===== src/skx_pkg.sv =====
package skx_pkg;
  // ****************************************************************
  // Register map (byte addresses on the bus)
  // ****************************************************************
  localparam logic [7:0] OFS_CTRL      = 8'h00;
  localparam logic [7:0] OFS_OFFER     = 8'h04;
  localparam logic [7:0] OFS_CTXT      = 8'h08;
  localparam logic [7:0] OFS_RESP      = 8'h0C;
  localparam logic [7:0] OFS_RESP_CTXT = 8'h10;
  localparam logic [7:0] OFS_STATUS    = 8'h14;
  localparam logic [7:0] OFS_CLONE     = 8'h18;
  localparam logic [7:0] OFS_INFO      = 8'h1C;

  // ****************************************************************
  // Control register fields and reset values
  // ****************************************************************
  localparam int CTRL_PARSE_EN   = 0;
  localparam int CTRL_DES56_EN   = 1;
  localparam int CTRL_AESCBC_EN  = 2;
  localparam int CTRL_AESCTR_EN  = 3;
  localparam logic [3:0] CTRL_RST = 4'h0;

  // ****************************************************************
  // Class bytes inside the offer and response words
  // ****************************************************************
  localparam int CLS_PK    = 3;  // Byte lane 3 of the word
  localparam int CLS_HASH  = 2;
  localparam int CLS_ENC   = 1;
  localparam int CLS_NONCE = 0;
  localparam int BIT_DH512_CHOICE     = 0;
  localparam int BIT_HMAC_SHA1_CHOICE = 0;
  localparam int BIT_AES_COUNTER      = 3;
  localparam int BIT_AES_CHAINING     = 2;
  localparam int BIT_DES56_CHOICE     = 1;
  localparam int BIT_DES40_CHOICE     = 0;
  localparam int BIT_NONCE8_CHOICE    = 0;
  localparam logic [7:0] PK_VALID_MASK    = 8'h01;
  localparam logic [7:0] HASH_VALID_MASK  = 8'h01;
  localparam logic [7:0] ENC_VALID_MASK   = 8'h0F;
  localparam logic [7:0] NONCE_VALID_MASK = 8'h01;

  // ****************************************************************
  // Parameter byte counts of each choice
  // ****************************************************************
  localparam logic [7:0] P_DH512  = 8'h40;  // 64 bytes
  localparam logic [7:0] P_SHA1   = 8'h14;  // 20 bytes
  localparam logic [7:0] P_AESCTR = 8'h18;  // 24 bytes
  localparam logic [7:0] P_AESCBC = 8'h10;  // 16 bytes
  localparam logic [7:0] P_DES    = 8'h08;  // 8 bytes
  localparam logic [7:0] P_NONCE8 = 8'h08;  // 8 bytes
  localparam logic [7:0] CONN_BYTES = 8'h04;

  // ****************************************************************
  // Context word fields
  // ****************************************************************
  localparam int CTX_VERSION = 31;
  localparam int CTX_KIND    = 30;
  localparam int CTX_ID_HI   = 29;
  localparam int CTX_ID_LO   = 6;
  localparam int CTX_KEY_HI  = 5;

  // ****************************************************************
  // Flag byte of the main key exchange
  // ****************************************************************
  localparam int FLG_FIRST   = 3;
  localparam int FLG_COOKIE  = 2;
  localparam int FLG_BUMP    = 1;
  localparam int FLG_SLOT    = 0;
  localparam logic [7:0] FLG_RSVD_MASK = 8'hF0;

  // ****************************************************************
  // Parser states
  // ****************************************************************
  typedef enum logic [2:0] {
    ST_CONN  = 3'b000,
    ST_FLAGS = 3'b001,
    ST_RSVD  = 3'b010,
    ST_NONCE = 3'b011,
    ST_MOD   = 3'b100,
    ST_GEN   = 3'b101,
    ST_PUBX  = 3'b110
  } skx_state_t;
endpackage


===== src/skx_top.sv =====
// Summary of operation
// - Response sets one offered bit per class
// - Unsupported class answers all zeros
// - Public-key and hash: only bit 0
// - Encryption bit 3 AES counter, 24 bytes
// - Encryption bit 2 AES chaining, 16 bytes
// - DES 56 and 40 bits, 8 bytes
// - Nonce class: only bit 0, eight bytes
// - Context version bit sent as zero
// - Stream kind picks MAC or VPI/VCI
// - Context: 24-bit stream, 6-bit key index
// - Connection identifier must be zero
// - Flag byte: first, cookie, bump, slot
// - Slot flag chooses session key updated
// - Bump flag advances clone counter
// - New cookie: regenerate, clear clone counter
// - Reserved byte, nonce, modulus, generator, public
// - Field lengths come from negotiated choices
// - Minimum support: DH512, SHA1, DES40, nonce8
// - VPI eight bits then VCI sixteen
// - Own unicast stream: identifier, index zero
module skx_top
  import skx_pkg::*;
(
  input  wire logic        hclk,
  input  wire logic        hresetn,
  input  wire logic        ce,
  input  wire logic        hsel,
  input  wire logic [31:0] haddr,
  input  wire logic [1:0]  htrans,
  input  wire logic        hwrite,
  input  wire logic [2:0]  hsize,
  input  wire logic [31:0] hwdata,
  input  wire logic        hready,
  output logic             hreadyout,
  output logic             hresp,
  output logic      [31:0] hrdata,
  input  wire logic        rx_valid,
  input  wire logic [7:0]  rx_data,
  output logic             rx_ready,
  output logic             fld_valid,
  output logic      [2:0]  fld_code,
  output logic      [7:0]  fld_byte,
  output logic             fld_last,
  output logic             key_update,
  output logic             key_slot,
  output logic             cookie_regen,
  output logic             ignore_auth,
  output logic      [7:0]  clone_count
);
  // ****************************************************************
  // Declarations
  // ****************************************************************
  logic [3:0]  ctrl;
  logic [31:0] offer;
  logic [31:0] ctxt;
  logic [31:0] resp;
  logic [31:0] pick_word;
  logic [31:0] support_word;
  logic        offer_dirty;
  logic        neg_valid;
  logic [7:0]  p_ns;
  logic [7:0]  p_pka;
  logic [7:0]  p_ea;
  logic [7:0]  p_ha;
  logic        dp_write;
  logic [7:0]  dp_addr;
  logic        ap_take;
  logic        wr_take;
  logic [31:0] rd_mux;
  logic        conn_err;
  logic        rsvd_err;
  logic        msg_done;
  logic [7:0]  flags;
  skx_state_t  state;
  skx_state_t  next_state;
  logic [7:0]  cnt;
  logic        take;
  logic        field_end;
  logic        msg_end;
  logic [31:0] resp_ctxt;
  logic [31:0] info;
  logic        unicast_ctx;

  // ****************************************************************
  // Helper functions
  // ****************************************************************
  // Encryption parameter size of the chosen bit
  function automatic logic [7:0] enc_size(input logic [7:0] choice);
    logic [7:0] s;
    s = 8'h00;
    if (choice[BIT_AES_COUNTER]) begin
      s = P_AESCTR;
    end else if (choice[BIT_AES_CHAINING]) begin
      s = P_AESCBC;
    end else if (choice[BIT_DES56_CHOICE] || choice[BIT_DES40_CHOICE]) begin
      s = P_DES;
    end
    return s;
  endfunction

  // Length of the field that a parser state stands in
  function automatic logic [7:0] field_len(input skx_state_t st, input logic [7:0] ns, input logic [7:0] pk);
    logic [7:0] l;
    case (st)
      ST_CONN:  l = CONN_BYTES;
      ST_FLAGS: l = 8'h01;
      ST_RSVD:  l = 8'h01;
      ST_NONCE: l = ns;
      default:  l = pk;
    endcase
    return l;
  endfunction

  // ****************************************************************
  // Class selection
  // ****************************************************************
  // Mandatory choices are always supported; the rest follow control bits
  always_comb begin
    support_word = 32'h0000_0000;
    support_word[CLS_PK*8+BIT_DH512_CHOICE]         = 1'b1;
    support_word[CLS_HASH*8+BIT_HMAC_SHA1_CHOICE]   = 1'b1;
    support_word[CLS_NONCE*8+BIT_NONCE8_CHOICE]     = 1'b1;
    support_word[CLS_ENC*8+BIT_DES40_CHOICE]        = 1'b1;
    support_word[CLS_ENC*8+BIT_DES56_CHOICE]        = ctrl[CTRL_DES56_EN];
    support_word[CLS_ENC*8+BIT_AES_CHAINING]        = ctrl[CTRL_AESCBC_EN];
    support_word[CLS_ENC*8+BIT_AES_COUNTER]         = ctrl[CTRL_AESCTR_EN];
  end

  // One picker per class; reserved offer bits never reach it
  for (genvar g = 0; g < 4; g++) begin : g_cls
    skx_class_pick u_pick (
      .hclk    (hclk),
      .hresetn (hresetn),
      .offer   (offer[g*8 +: 8]),
      .support (support_word[g*8 +: 8]),
      .pick    (pick_word[g*8 +: 8])
    );
  end

  // Response latched one cycle after any offer write, even mid-message; sizes change only then
  always_ff @(posedge hclk or negedge hresetn) begin
    if (!hresetn) begin
      resp <= 32'h0000_0000;
    end else if (ce && offer_dirty) begin
      resp <= pick_word;
    end
  end

  // Negotiated sizes follow the latched choices only, never the message
  assign neg_valid = (resp[CLS_PK*8 +: 8] != 8'h00) && (resp[CLS_NONCE*8 +: 8] != 8'h00)
                   && (resp[CLS_HASH*8 +: 8] != 8'h00) && (resp[CLS_ENC*8 +: 8] != 8'h00);
  assign p_pka = resp[CLS_PK*8+BIT_DH512_CHOICE] ? P_DH512 : 8'h00;
  assign p_ns  = resp[CLS_NONCE*8+BIT_NONCE8_CHOICE] ? P_NONCE8 : 8'h00;
  assign p_ha  = resp[CLS_HASH*8+BIT_HMAC_SHA1_CHOICE] ? P_SHA1 : 8'h00;
  assign p_ea  = enc_size(resp[CLS_ENC*8 +: 8]);

  // ****************************************************************
  // Context word
  // ****************************************************************
  // Version bit forced low on the way back out
  always_comb begin
    resp_ctxt              = ctxt;
    resp_ctxt[CTX_VERSION] = 1'b0;
  end

  // Stream identity view: VPI over VCI, or the low MAC address bits
  assign info = ctxt[CTX_KIND] ? {8'h00, ctxt[CTX_ID_HI:CTX_ID_LO]}
                               : {9'h000, ctxt[CTX_ID_LO+22:CTX_ID_LO]};
  assign unicast_ctx = !ctxt[CTX_KIND] && (ctxt[CTX_ID_HI:0] == 30'h0000_0000);

  // ****************************************************************
  // AHB-Lite slave
  // ****************************************************************
  // Zero wait states; clock enable low stretches the data phase instead
  assign hreadyout = ce;
  assign hresp     = 1'b0;
  assign ap_take   = ce && hsel && hready && htrans[1];
  assign wr_take   = ce && dp_write;

  // Address phase capture
  always_ff @(posedge hclk or negedge hresetn) begin
    if (!hresetn) begin
      dp_write <= 1'b0;
      dp_addr  <= 8'h00;
    end else if (ce) begin
      dp_write <= ap_take && hwrite;
      dp_addr  <= haddr[7:0];
    end
  end

  // Read mux, sampled in the address phase so read data comes from a flop
  always_comb begin
    case (haddr[7:0])
      OFS_CTRL:      rd_mux = {28'h000_0000, ctrl};
      OFS_OFFER:     rd_mux = offer;
      OFS_CTXT:      rd_mux = ctxt;
      OFS_RESP:      rd_mux = resp;
      OFS_RESP_CTXT: rd_mux = resp_ctxt;
      OFS_STATUS:    rd_mux = {p_pka, p_ha, p_ea, msg_done, unicast_ctx, key_slot, ignore_auth,
                               rsvd_err, conn_err, (state != ST_CONN), neg_valid};
      OFS_CLONE:     rd_mux = {24'h00_0000, clone_count};
      OFS_INFO:      rd_mux = info;
      default:       rd_mux = 32'h0000_0000;
    endcase
  end

  always_ff @(posedge hclk or negedge hresetn) begin
    if (!hresetn) begin
      hrdata <= 32'h0000_0000;
    end else if (ap_take && !hwrite) begin
      hrdata <= rd_mux;
    end
  end

  // Software-written registers; reserved offer bits are dropped on write
  always_ff @(posedge hclk or negedge hresetn) begin
    if (!hresetn) begin
      ctrl        <= CTRL_RST;
      offer       <= 32'h0000_0000;
      ctxt        <= 32'h0000_0000;
      offer_dirty <= 1'b0;
    end else if (ce) begin
      offer_dirty <= wr_take && (dp_addr == OFS_OFFER);
      if (wr_take && dp_addr == OFS_CTRL) begin
        ctrl <= hwdata[3:0];
      end
      if (wr_take && dp_addr == OFS_OFFER) begin
        offer <= hwdata & {PK_VALID_MASK, HASH_VALID_MASK, ENC_VALID_MASK, NONCE_VALID_MASK};
      end
      if (wr_take && dp_addr == OFS_CTXT) begin
        ctxt <= hwdata;
      end
    end
  end

  // ****************************************************************
  // Main key exchange parser
  // ****************************************************************
  // Bytes are refused until a complete negotiation exists
  assign rx_ready  = ce && ctrl[CTRL_PARSE_EN] && neg_valid;
  assign take      = rx_valid && rx_ready;
  assign field_end = take && (cnt == field_len(state, p_ns, p_pka) - 8'h01);
  assign msg_end   = field_end && (state == ST_PUBX);

  // Fields follow one another in fixed order
  always_comb begin
    case (state)
      ST_CONN:  next_state = ST_FLAGS;
      ST_FLAGS: next_state = ST_RSVD;
      ST_RSVD:  next_state = ST_NONCE;
      ST_NONCE: next_state = ST_MOD;
      ST_MOD:   next_state = ST_GEN;
      ST_GEN:   next_state = ST_PUBX;
      default:  next_state = ST_CONN;
    endcase
  end

  always_ff @(posedge hclk or negedge hresetn) begin
    if (!hresetn) begin
      state <= ST_CONN;
      cnt   <= 8'h00;
    end else if (take) begin
      if (field_end) begin
        state <= next_state;
        cnt   <= 8'h00;
      end else begin
        cnt <= cnt + 8'h01;
      end
    end
  end

  // Each byte leaves tagged with its field; MSB-first order is kept
  always_ff @(posedge hclk or negedge hresetn) begin
    if (!hresetn) begin
      fld_valid <= 1'b0;
      fld_code  <= 3'b000;
      fld_byte  <= 8'h00;
      fld_last  <= 1'b0;
    end else if (ce) begin
      fld_valid <= take;
      if (take) begin
        fld_code <= state;
        fld_byte <= rx_data;
        fld_last <= field_end;
      end
    end
  end

  // Flag byte holds its effect until the message completes
  always_ff @(posedge hclk or negedge hresetn) begin
    if (!hresetn) begin
      flags <= 8'h00;
    end else if (take && state == ST_FLAGS) begin
      flags <= rx_data;
    end
  end

  // Error flags: set wins over a write-one clear in the same cycle
  always_ff @(posedge hclk or negedge hresetn) begin
    if (!hresetn) begin
      conn_err <= 1'b0;
      rsvd_err <= 1'b0;
      msg_done <= 1'b0;
    end else if (ce) begin
      if (take && state == ST_CONN && rx_data != 8'h00) begin
        conn_err <= 1'b1;
      end else if (wr_take && dp_addr == OFS_STATUS && hwdata[2]) begin
        conn_err <= 1'b0;
      end
      if (take && ((state == ST_FLAGS && (rx_data & FLG_RSVD_MASK) != 8'h00)
                   || (state == ST_RSVD && rx_data != 8'h00))) begin
        rsvd_err <= 1'b1;
      end else if (wr_take && dp_addr == OFS_STATUS && hwdata[3]) begin
        rsvd_err <= 1'b0;
      end
      if (msg_end) begin
        msg_done <= 1'b1;
      end else if (wr_take && dp_addr == OFS_STATUS && hwdata[7]) begin
        msg_done <= 1'b0;
      end
    end
  end

  // Completion actions; a new cookie clears the counter and overrides a bump
  always_ff @(posedge hclk or negedge hresetn) begin
    if (!hresetn) begin
      key_update   <= 1'b0;
      cookie_regen <= 1'b0;
      key_slot     <= 1'b0;
      ignore_auth  <= 1'b0;
      clone_count  <= 8'h00;
    end else if (ce) begin
      key_update   <= msg_end;
      cookie_regen <= msg_end && flags[FLG_COOKIE];
      if (msg_end) begin
        key_slot    <= flags[FLG_SLOT];
        ignore_auth <= flags[FLG_FIRST];
        if (flags[FLG_COOKIE]) begin
          clone_count <= 8'h00;
        end else if (flags[FLG_BUMP]) begin
          clone_count <= clone_count + 8'h01;
        end
      end
    end
  end

  // ****************************************************************
  // Checks
  // ****************************************************************
  AST_RESP_RESERVED: assert property (@(posedge hclk) disable iff (!hresetn)
    (resp & ~{PK_VALID_MASK, HASH_VALID_MASK, ENC_VALID_MASK, NONCE_VALID_MASK}) == 32'h0)
    else $error("reserved response bit set");
  AST_MIN_SUPPORT: assert property (@(posedge hclk) disable iff (!hresetn)
    ce && offer_dirty && offer[CLS_ENC*8] && !ctrl[CTRL_DES56_EN] && !ctrl[CTRL_AESCBC_EN]
    && !ctrl[CTRL_AESCTR_EN] |=> resp[CLS_ENC*8 +: 8] == 8'h01) else $error("40-bit DES not chosen");
  AST_VERSION_ZERO: assert property (@(posedge hclk) disable iff (!hresetn)
    !resp_ctxt[CTX_VERSION]) else $error("version bit not zero");
  AST_NONCE_LEN: assert property (@(posedge hclk) disable iff (!hresetn)
    take && state == ST_NONCE |-> cnt < P_NONCE8) else $error("nonce overran eight bytes");
  AST_MOD_END: assert property (@(posedge hclk) disable iff (!hresetn)
    take && state == ST_MOD && cnt == 8'h3F |=> state == ST_GEN) else $error("modulus length wrong");
  AST_CONN_ERR: assert property (@(posedge hclk) disable iff (!hresetn)
    take && state == ST_CONN && rx_data != 8'h00 |=> conn_err) else $error("nonzero id missed");
  AST_CLONE_BUMP: assert property (@(posedge hclk) disable iff (!hresetn)
    ce && msg_end && flags[FLG_BUMP] && !flags[FLG_COOKIE] |=> clone_count == $past(clone_count) + 8'h01)
    else $error("clone counter not advanced");
  AST_CLONE_CLEAR: assert property (@(posedge hclk) disable iff (!hresetn)
    ce && msg_end && flags[FLG_COOKIE] |=> clone_count == 8'h00 && cookie_regen && key_update)
    else $error("cookie refresh incomplete");
  AST_KEY_SLOT: assert property (@(posedge hclk) disable iff (!hresetn)
    ce && msg_end |=> key_update && key_slot == $past(flags[FLG_SLOT])) else $error("wrong key slot");

  COV_MSG_DONE: cover property (@(posedge hclk) disable iff (!hresetn) msg_end);
  COV_NEW_COOKIE: cover property (@(posedge hclk) disable iff (!hresetn) cookie_regen);
  COV_ZERO_CLASS: cover property (@(posedge hclk) disable iff (!hresetn) offer_dirty && !neg_valid);
endmodule


===== src/skx_class_pick.sv =====
module skx_class_pick
  import skx_pkg::*;
(
  input  wire logic       hclk,
  input  wire logic       hresetn,
  input  wire logic [7:0] offer,
  input  wire logic [7:0] support,
  output logic      [7:0] pick
);
  logic [7:0] usable;

  // Only offered and supported bits count; reserved bits are never in support
  assign usable = offer & support;

  // Highest usable bit wins, so the strongest cipher is preferred
  always_comb begin
    pick = 8'h00;
    for (int i = 0; i < 8; i++) begin
      if (usable[i]) begin
        pick = 8'h01 << i;
      end
    end
  end

  AST_PICK_ONEHOT: assert property (@(posedge hclk) disable iff (!hresetn)
    $onehot0(pick) && ((pick & ~usable) == 8'h00)) else $error("pick not one offered bit");
  AST_PICK_ZERO: assert property (@(posedge hclk) disable iff (!hresetn)
    (usable == 8'h00) |-> (pick == 8'h00)) else $error("pick set with nothing usable");
endmodule


===== config.mk =====
export PLATFORM = sky130hd
export DESIGN_NAME = skx_top
export DESIGN_NICKNAME = d
export VERILOG_FILES = /design/src/skx_pkg.sv /design/src/skx_top.sv /design/src/skx_class_pick.sv
export SDC_FILE = /design/constraint.sdc
export NUM_CORES = 1
export LEC_CHECK = 0
export BUFFER_PORTS_ARGS = -buffer_cell sky130_fd_sc_hd__buf_2
export CAP_MARGIN = 20
export CORE_ASPECT_RATIO = 0.7
export CORE_MARGIN = 5
export CORE_UTILIZATION = 25
export CTS_BUF_LIST = sky130_fd_sc_hd__clkbuf_8 sky130_fd_sc_hd__clkbuf_16
export DETAILED_ROUTE_END_ITERATION = 12
export PLACE_DENSITY_LB_ADDON = 0.08
export SYNTH_ARGS = -nofsm -noshare
export SYNTH_HDL_FRONTEND = slang
export SYNTH_HIERARCHICAL = 1
export SYNTH_SLANG_ARGS = --single-unit

===== constraint.sdc =====
create_clock -name hclk -period 7.7 [get_ports hclk]
set_input_delay 1.54 -clock hclk [delete_from_list [all_inputs] [get_ports hclk]]
set_output_delay 1.54 -clock hclk [all_outputs]
set_load 0.05 [all_outputs]

Word level (Yosys, flattened, before mapping)
Cells that the tools add are included.
{"block": "classes", "add_sub_neg": 3, "eq_ne": 17, "mux": 30, "bitwise": 1, "n_reduce_logical": 60}
{"op": "$pmux 32 s8", "count": 1}
{"op": "$reduce_bool 8->1", "count": 6}
{"op": "$eq 8x5->1 const B", "count": 5}
{"op": "$mux 8", "count": 4}
{"op": "$logic_and 1x1->1", "count": 30}
{"op": "$logic_not 30->1", "count": 1}
{"op": "$eq 8x4->1 const B", "count": 3}
{"op": "$mux 24", "count": 1}
{"op": "$pmux 7 s3", "count": 1}
{"op": "$mux 5", "count": 4}
{"op": "$pmux 3 s6", "count": 1}
{"op": "$reduce_and 2->1", "count": 9}
{"op": "$add 8x1->8 const B", "count": 2}
{"op": "$eq 8x3->1 const B", "count": 2}
{"op": "$logic_not 8->1", "count": 2}
{"op": "$mux 7", "count": 2}
{"op": "$mux 4", "count": 3}
{"op": "$mux 1", "count": 10}
{"op": "$eq 3x3->1 const B", "count": 3}
{"op": "$eq 8x8->1", "count": 1}
{"op": "$reduce_bool 2->1", "count": 4}
{"op": "$sub 8x1->8 const B", "count": 1}
{"op": "$eq 3x2->1 const B", "count": 2}
{"op": "$mux 6", "count": 1}
{"op": "10 further kinds", "count": 12}
{"block": "totals", "reg_bits": 160, "in_bits": 84, "output_inout_bits": 60, "elab_cells": 134}

Longest topological paths before layout
Gate-level depths: netlist of the first run.
{"block": "depth", "depth_word": 10, "ltp_mapped": 11, "mapped_depth_nobuf": 9}

Modules after synthesis
Netlist of the first run, hierarchy kept.
{"mod": "skx_top", "instances": 1, "cells_per_inst": 645, "area_per_inst_um2": 7511.0, "seq_area_each_um2": 4003.8}
{"mod": "skx_class_pick", "instances": 4, "cells_per_inst": 18, "area_per_inst_um2": 105.1, "seq_area_each_um2": 0.0}

Worst setup path after synthesis of the first run
No wires, ideal clock.
{"block": "synth_timing", "kind": "input-to-output", "startpoint": "input ce", "endpoint": "output rx_ready", "t_arrival_ps": 2513, "setup_slack_ps": 3647, "stages": 3, "n_path_buf": 1, "cell_sequence": "clkbuf_1 > nand2_1 > nor2_1"}
{"block": "synth_between", "elab_chain_cells": 2}
{"item": "from (decl)", "line_no": "skx_top.sv:27", "rtl": "input wire logic ce,"}
{"item": "$logic_and 1x1->1 (2 in series)", "line_no": "skx_top.sv:241", "rtl": "assign rx_ready = ce && ctrl[CTRL_PARSE_EN] && neg_valid;"}
{"item": "to (decl)", "line_no": "skx_top.sv:40", "rtl": "output logic rx_ready,"}
Every way passes these cells.

Worst setup path after layout of the first run
Ends and elaborated chain as after synthesis.

==> results of run 1 <==
[state kept, by name (all words and copies together), names as in the netlist, 7 cells and up]
register	flops
clone_count	8
cnt	8
ctxt	32
dp_addr	8
fld_byte	8
hrdata	32
offer	7
resp	32
[power by group through the flow]
stage          Sequential, mW  Clock [mW]  Combinational [mW]
3_3_place_gp            0.869           0              0.0937
4_1_cts                 0.853       0.899              0.0937
5_1_grt                 0.854       0.927               0.107
3_5_place_dp            0.869           0              0.0937
2_1_floorplan           0.867           0              0.0463
6_report                0.853       0.864              0.0934
[cell usage after synthesis, types with 3 or more instances]
master      n  area share [%]
nand2b_1   12            0.95
a32o_1      6            0.76
nor2b_1     5            0.39
dfrtp_1   160              50
a222oi_1    8             1.0
mux4_2      4             1.1
a221oi_1    7            0.77
nand2_1    98             4.6
xnor2_1     3            0.33
mux2_2    102              14
a21oi_1    15            0.95
ha_1        3            0.47
o31ai_1     5            0.47
buf_2      10            0.63
mux2i_1    17             2.1
a22oi_1     6            0.57
and3_1      4            0.32
a21o_1      4            0.38
nor2_1     31             1.5
inv_1       8            0.38
a221o_1     3            0.38
o22ai_1     3            0.24
nor3b_2     4            0.63
nor3_2      4            0.50
a22oi_2     4            0.63
nor4_1     20             1.6
and2_1      7            0.55
buf_1       7            0.33
nand4_1     9            0.71
nor3_1      7            0.44
nor3b_1     4            0.38
nand4_2     4            0.63
clkbuf_1   17            0.80
o21ai_0    58             3.7
buf_4       3            0.28
a31oi_1     5            0.39
or3_1       6            0.47
nand3_1     9            0.57
or4_1       3            0.28
a22o_1      3            0.33
[critical path, cell delays in order]
cell and delay [ns]:
buf_2 0.36, nand2_1 0.10, nor2_1 0.23, buf_2 0.32
[layer usage]
metal | vias to the layer above | routed length, µm | part of all wire [%]
met5 | - | 0 | 0
met4 | 0 | 242 | 0.95
met3 | 14 | 926 | 3.6
met2 | 120 | 10300 | 40
met1 | 3056 | 14100 | 55
li1 | 2922 | - | -
[stage by stage]
stage	utilization [%]	setup WS, ns	cells	instance area (µm²)	hold WS (ns)
6_report	31.3	3.60	1322	9780	0.470
5_1_grt	31.3	3.52	1322	9780	0.507
4_1_cts	31.3	3.56	1322	9780	0.480
3_5_place_dp	29.4	3.39	1290	9190	0.466
3_3_place_gp	29.4	3.39	1290	9190	0.458
2_1_floorplan	-	3.65	786	8190	0.450
[logic make-up after synthesis]
family                     after synthesis
adders and majority gates                3
buffers and inverters                   45
and+or+nand+nor                        242
xor gates and xnor gates                 5
muxes                                  123
other                                    2
AOI/OAI and AO/OA                      137
DFF                                    160
[final cells by class]
type / instances / area, µm²
clock buffer: 21 / 480
fill: 3289 / 21400
timing repair buffer: 121 / 629
sequential: 160 / 4000
clock inverter: 11 / 114
tap: 420 / 526
multi-input combinational: 581 / 4000
inverter: 8 / 30.0
[final timing paths]
| kind | from | endpoint | depth (start not counted) |
|---|---|---|---|
| worst min-delay path | hrdata[8] | hrdata[8] | 2 |
| worst max-delay path | ce | rx_ready | 4 |
| worst min register to register | hrdata[8] | hrdata[8] | 2 |
| max in group asynchronous | hresetn | resp[15] | 2 |
| worst max register to register | state[0] | key_slot | 9 |
| min in group asynchronous | hresetn | fld_byte[5] | 1 |
==> impl_results.md, run 1 <==
- Status: complete, no violations
- Root Driver: clkbuf_16
- GRT Util Overall: between 10% and 20%
- Avg WL per Cell: 19.4 µm
- Sw frac: between 20% and 30%
- Compound-gate portion of the synthesized area: 11.8%
- P per Cell Area: around 190 nW/µm²
- Clk Latency, worst-skew pair: 0.43 ns
- Via count: about 6100
- Peak VDD IR: 0.127 mV
- Post-Synth Adder-Cell Area: 0.473%
- Initial Utilization: around a quarter
- Critical Path Sink Type: output pin
- Comb power frac: between 5 and 6%
- Arr. time, crit path: 2.56 ns
- CTS tree: built
- Final ANT Viol Nets: 0
- FP Rows: between 50 and 60
- Drc violations: 0
- Nets: a little under 1000
- GR peak layer: met1
- Final total power: 1.81 mW
- Wirelength, routed: 25600 µm
- Final Hold Fails: 0
- Async SR Flop Fraction: 100%
- I/O pins: 144
- Net Switching: 424 µW
- Grt ovf: 0
- Lkg Pwr: ~4.7 nW
- # diodes: 0
- Max Root-Sink Buffers: 2
- Die span in x: ~220 µm
- Mapped Cells: just over 700
- Post-CTS sizing: 0
- Post-route clock skew: 0.00961 ns
- Unique cell type count in the Yosys netlist: 61
- Layout cells sized above 1: 31.6%
- Largest net degree at the start of global routing: 63
- #FFs+latches synth: 160
- RSZ-0062 raised after global routing: false
- Drt pass-1 iters: 5
- M2 GR Usage: between 10% and 20%
- CTS H-tree depth: 4
- Synth Area in Simple Gates: around 16%
- Final min period: slightly above 4 ns
- Most frequent cells in the layout: dfrtp_1, buf_2, mux2_2, nand2_1, conb_1
- Part of the Yosys area used for sequential elements: roughly 50%
- Syn Area/Cell: between 10 and 15 µm²
- Max-slew violations: 0
- Post-CTS Setup Inserts: 0
- CP Launch Type: input port
- Core area: between 30000 and 40000 µm²
- Hold Crit Class: reg2reg
- Max Cap Viol: 0
- Commonest non-fill, non-tap cell in the layout: dfrtp_1
- DR vias/cell: between 4 and 5
- CP Data Required Time: around 6 ns
- Post-Synth XOR/XNOR Area: less than 1%
- Post-DP HPWL: 19000 µm
- Routing usage on met3: about 3.0%
- Port bufs: approximately 110
- Starting DRT DRC Count: approximately 360
- Main combinational cell family by area after synthesis: multiplexers
- Hold_buf cts: 0
- CTS clk-pin slew, worst paths: approximately 0.060 ns
- Setup TNS: 0 ns
- Relative slew slack: 24.3%
- Actual slew at the worst max-slew pin: 1.13 ns
- Synth-to-Final Area Change: 23.3%
- Vias in the first global route: between 6000 and 7000
- Initial antenna violation count: 0
- Die height: 159 µm
- Routability cong.: approximately 0.73
- Setup violations, final: 0
- Met1 usage in global routing: between 20% and 30%
- Sequential power share: 47.1%
- Tcrit/Tclk final: about 53%
- Clock power share: a little under half
- Die ar.: roughly 35000 µm²
- Number of synthesized flops with an enable pin: 0
- Syn. warnings: 6
- Multiplexer area fraction after synthesis: approximately 18%
- First-pass GRT wire length: just under 40000 µm
- R2R Setup Slk: approximately 4.4 ns
- Worst-path fanout max: 18
- Internal Power: around 1.4 mW
- Cts bufs inserted: 17
- Achievable frequency: 0.244 GHz
- WS Path Type: in2out
- Clock sink count: 160
- Mapped Area: ~7900 µm²
- Synth Flop Type: dfrtp_1
Power figures use the tool's default switching activity.
==> run 2: changes to the inputs <==
- ABC_AREA: not set -> 1
- clock period: 7.7 -> 3.68 ns (I/O delays scaled with it)
==> impl_results.md, run 2 <==
- Routability cong.: 0.794 (+8.1%)
- Vias in the first global route: 7041 (+16%)
- Via count: 7154 (+17%)
- Unique cell type count in the Yosys netlist: 44 (-28%)
- DR vias/cell: 4.33 (-6.4%)
- Synth-to-Final Area Change: 22.7%
- Clk Latency, worst-skew pair: 0.45 ns (+0.02 ns)
- Lkg Pwr: 5.37 nW (+14%)
- Core area: 32600 µm² (+4.3%)
- GR peak layer: met1
- Commonest non-fill, non-tap cell in the layout: nand2_1
- Compound-gate portion of the synthesized area: 9.61% (-2.2 points)
- GRT Util Overall: 15.0% (+0.52 points)
- Achievable frequency: around 0.37 GHz
- Die span in x: 228 µm (+2.2%)
- Root Driver: clkbuf_16
- Initial Utilization: 25.5% (+0.076 points)
- Peak VDD IR: 0.266 mV (+110%)
- Mapped Cells: 1045 (+46%)
- Async SR Flop Fraction: 100% (unchanged)
- Hold Crit Class: in2async
- Slowest stage cell, crit path: dfrtp_1
- Top cells by count, synth: nand2_1, dfrtp_1, nor2_1
- CTS clk-pin slew, worst paths: 0.07 ns (about the same)
- Arr. time, crit path: 1.94 ns (-0.62 ns)
- # diodes: 0 (unchanged)
- Port bufs: 114 (unchanged)
- Top cell type's share of synthesized area: 48.3% (-2.2 points)
- Multiplexer area fraction after synthesis: 4.48% (-13 points)
- FP Rows: 55 (+1.9%)
- Drt pass-1 iters: 5 (unchanged)
- Setup violations, final: 0 (unchanged)
- Mapped Area: 8300 µm² (+4.6%)
- Sw frac: 25.3% (+1.9 points)
- Largest net degree at the start of global routing: 77 (+22%)
- Net Switching: 1.02 mW (+140%)
- Wirelength, routed: 27300 µm (+6.7%)
- CP max stage delay: 0.47 ns (+0.11 ns)
- Most frequent cells in the layout: nand2_1, dfrtp_1, buf_2, nor2_1, inv_1
- Main combinational cell family by area after synthesis: simple AND/OR/NAND/NOR gates
- Layout cells sized above 1: 19.8% (-12 points)
- Actual slew at the worst max-slew pin: 0.766 ns (-0.365 ns)
- Post-route clock skew: 0.0153 ns (+0.00571 ns)
- Largest regs: ctxt: 32 flops, hrdata: 32 flops, resp: 32 flops
- Grt ovf: 0 (unchanged)
- Final min period: ~2.7 ns
- CP Launch Type: flop
- I/O pins: 144 (unchanged)
- Syn Area/Cell: 7.94 µm² (-28%)
- Part of the Yosys area used for sequential elements: 48.3% (-2.2 points)
- CTS H-tree depth: 4 (unchanged)
- # fillers: 3532 (+7.4%)
- Post-Synth XOR/XNOR Area: 0.845% (+0.29 points)
- Avg WL per Cell: 16.5 µm (-15%)
- Synth Flop Type: dfrtp_1
- Hold_buf cts: 0 (unchanged)
- R2R Setup Slk: 1.05 ns (-3.39 ns)
- First-pass GRT wire length: 43000 µm (+9.0%)
- P per Cell Area: 398 nW/µm² (+120%)
- Max Root-Sink Buffers: 2 (unchanged)
- Cts bufs inserted: 17 (unchanged)
- Final ANT Viol Nets: 0 (unchanged)
- Critical path, cell by cell: nor2_1, nand2_1, nor2_1, nor2_2, nand3_1, inv_1, buf_2
- Met1 usage in global routing: 23.8% (+0.41 points)
- Sequential power share: 45.0% (-2.1 points)
- Clock sink count: 160 (unchanged)
- Comb power frac: 6.9% (+1.7 points)
- Number of synthesized flops with an enable pin: 0 (unchanged)
- Max-slew violations: 0 (unchanged)
- Synth Area in Simple Gates: 29.2% (+13 points)
- Drc violations: 0 (unchanged)
- #FFs+latches synth: 160 (unchanged)
- Die ar.: 37000 µm² (+4.3%)
- Tcrit/Tclk final: 72.7%
- Critical Path Sink Type: output pin
- WS Path Type: reg2out
- Worst path most repeated cell: nor2_1
- Max Cap Viol: 0 (unchanged)
- Starting DRT DRC Count: 418 (+15%)
- Routing usage on met3: 4.18% (+1.2 points)
- Die height: 162 µm (+2.1%)
- Worst-path fanout max: 3 (-15)
- CTS tree: built
- Clock power share: 48.1% (+0.4 points)
- Post-DP HPWL: 20500 µm (+8.2%)
- Final total power: 4.05 mW (+120%)
- M2 GR Usage: 20.1% (+0.60 points)
- Final Hold Fails: 0 (unchanged)
- Count leader, synth: nand2_1
- Internal Power: 3.03 mW (+120%)
- Setup TNS: 0 ns (unchanged)
- CP Data Required Time: 2.94 ns (-3.22 ns)
- Most area-hungry cell type in the Yosys netlist: dfrtp_1
- Post-CTS Setup Inserts: 0 (unchanged)
- Most area-consuming cells after synthesis: dfrtp_1, nand2_1, nor2_1, mux2_2, o21ai_0
- Status: complete, no violations
- Post-CTS sizing: 0 (unchanged)
- Relative slew slack: 48.9% (+25 points)
- Syn. warnings: 6 (unchanged)
- Post-Synth Adder-Cell Area: 0.452% (-0.021 points)
- Nets: 1301 (+33%)
- RSZ-0062 raised after global routing: false
- Initial antenna violation count: 0 (unchanged)
-- run 2: worst paths after layout --
kind / start / endpoint / cells after the start
max: resp[29] / rx_ready / 7
min: hresetn / ctxt[25] / 1
max reg2reg: state[0] / clone_count[1] / 14
min reg2reg: hrdata[31] / hrdata[31] / 2
max in group asynchronous: hresetn / ctxt[0] / 2
min in group hclk: hrdata[31] / hrdata[31] / 2
-- run 2: cell families after synthesis --
group	after synthesis
flops	160
simple gates	548
xor+xnor	8
fa+ha+maj	3
buf+inv	139
other cells	2
compound gates	152
mux	33
-- run 2: final cells by class --
cell class | instances | area (µm²) | area share [%]
flip-flops and latches | 160 | 4000 | 39.4
clock inverters | 14 | 191 | 1.88
clock buffers | 18 | 439 | 4.32
multi-input cells | 805 | 3930 | 38.6
well taps | 427 | 534 | 5.25
repair buffers | 128 | 694 | 6.82
inverters | 102 | 384 | 3.78
-- run 2: per-stage QoR --
stage	utilization, %	setup slack [ns]	hold WS, ns	cell area [µm²]	instances
global route	31.3	0.749	0.376	10200	1654
global placement	29.3	0.974	0.458	9540	1622
detailed placement	29.3	0.983	0.465	9540	1622
finish	31.3	1.00	0.322	10200	1654
floorplan	-	1.41	0.440	8520	1104
CTS	31.3	0.948	0.359	10200	1654
-- run 2: worst max-delay path, delay by kind of cell (launching register included) --
kind / cells / cell delay, ns
AND/OR/NAND/NOR: 5 / 0.67
buffers and inverters: 2 / 0.36
flip-flops: 1 / 0.47
-- run 2: power by group through the flow --
stage | Combinational, mW | Sequential [mW] | Clock [mW]
after global routing | 0.320 | 1.83 | 2.10
final | 0.280 | 1.82 | 1.95
after global placement | 0.278 | 1.86 | 0
after detailed placement | 0.279 | 1.86 | 0
after floorplan | 0.124 | 1.88 | 0
after CTS | 0.280 | 1.82 | 2.02
-- run 2: layer usage --
metal | wire (µm) | up-vias
met4 | 195 | 0
met2 | 10500 | 123
met3 | 1200 | 14
met5 | 0 | -
li1 | - | 3656
met1 | 15400 | 3361
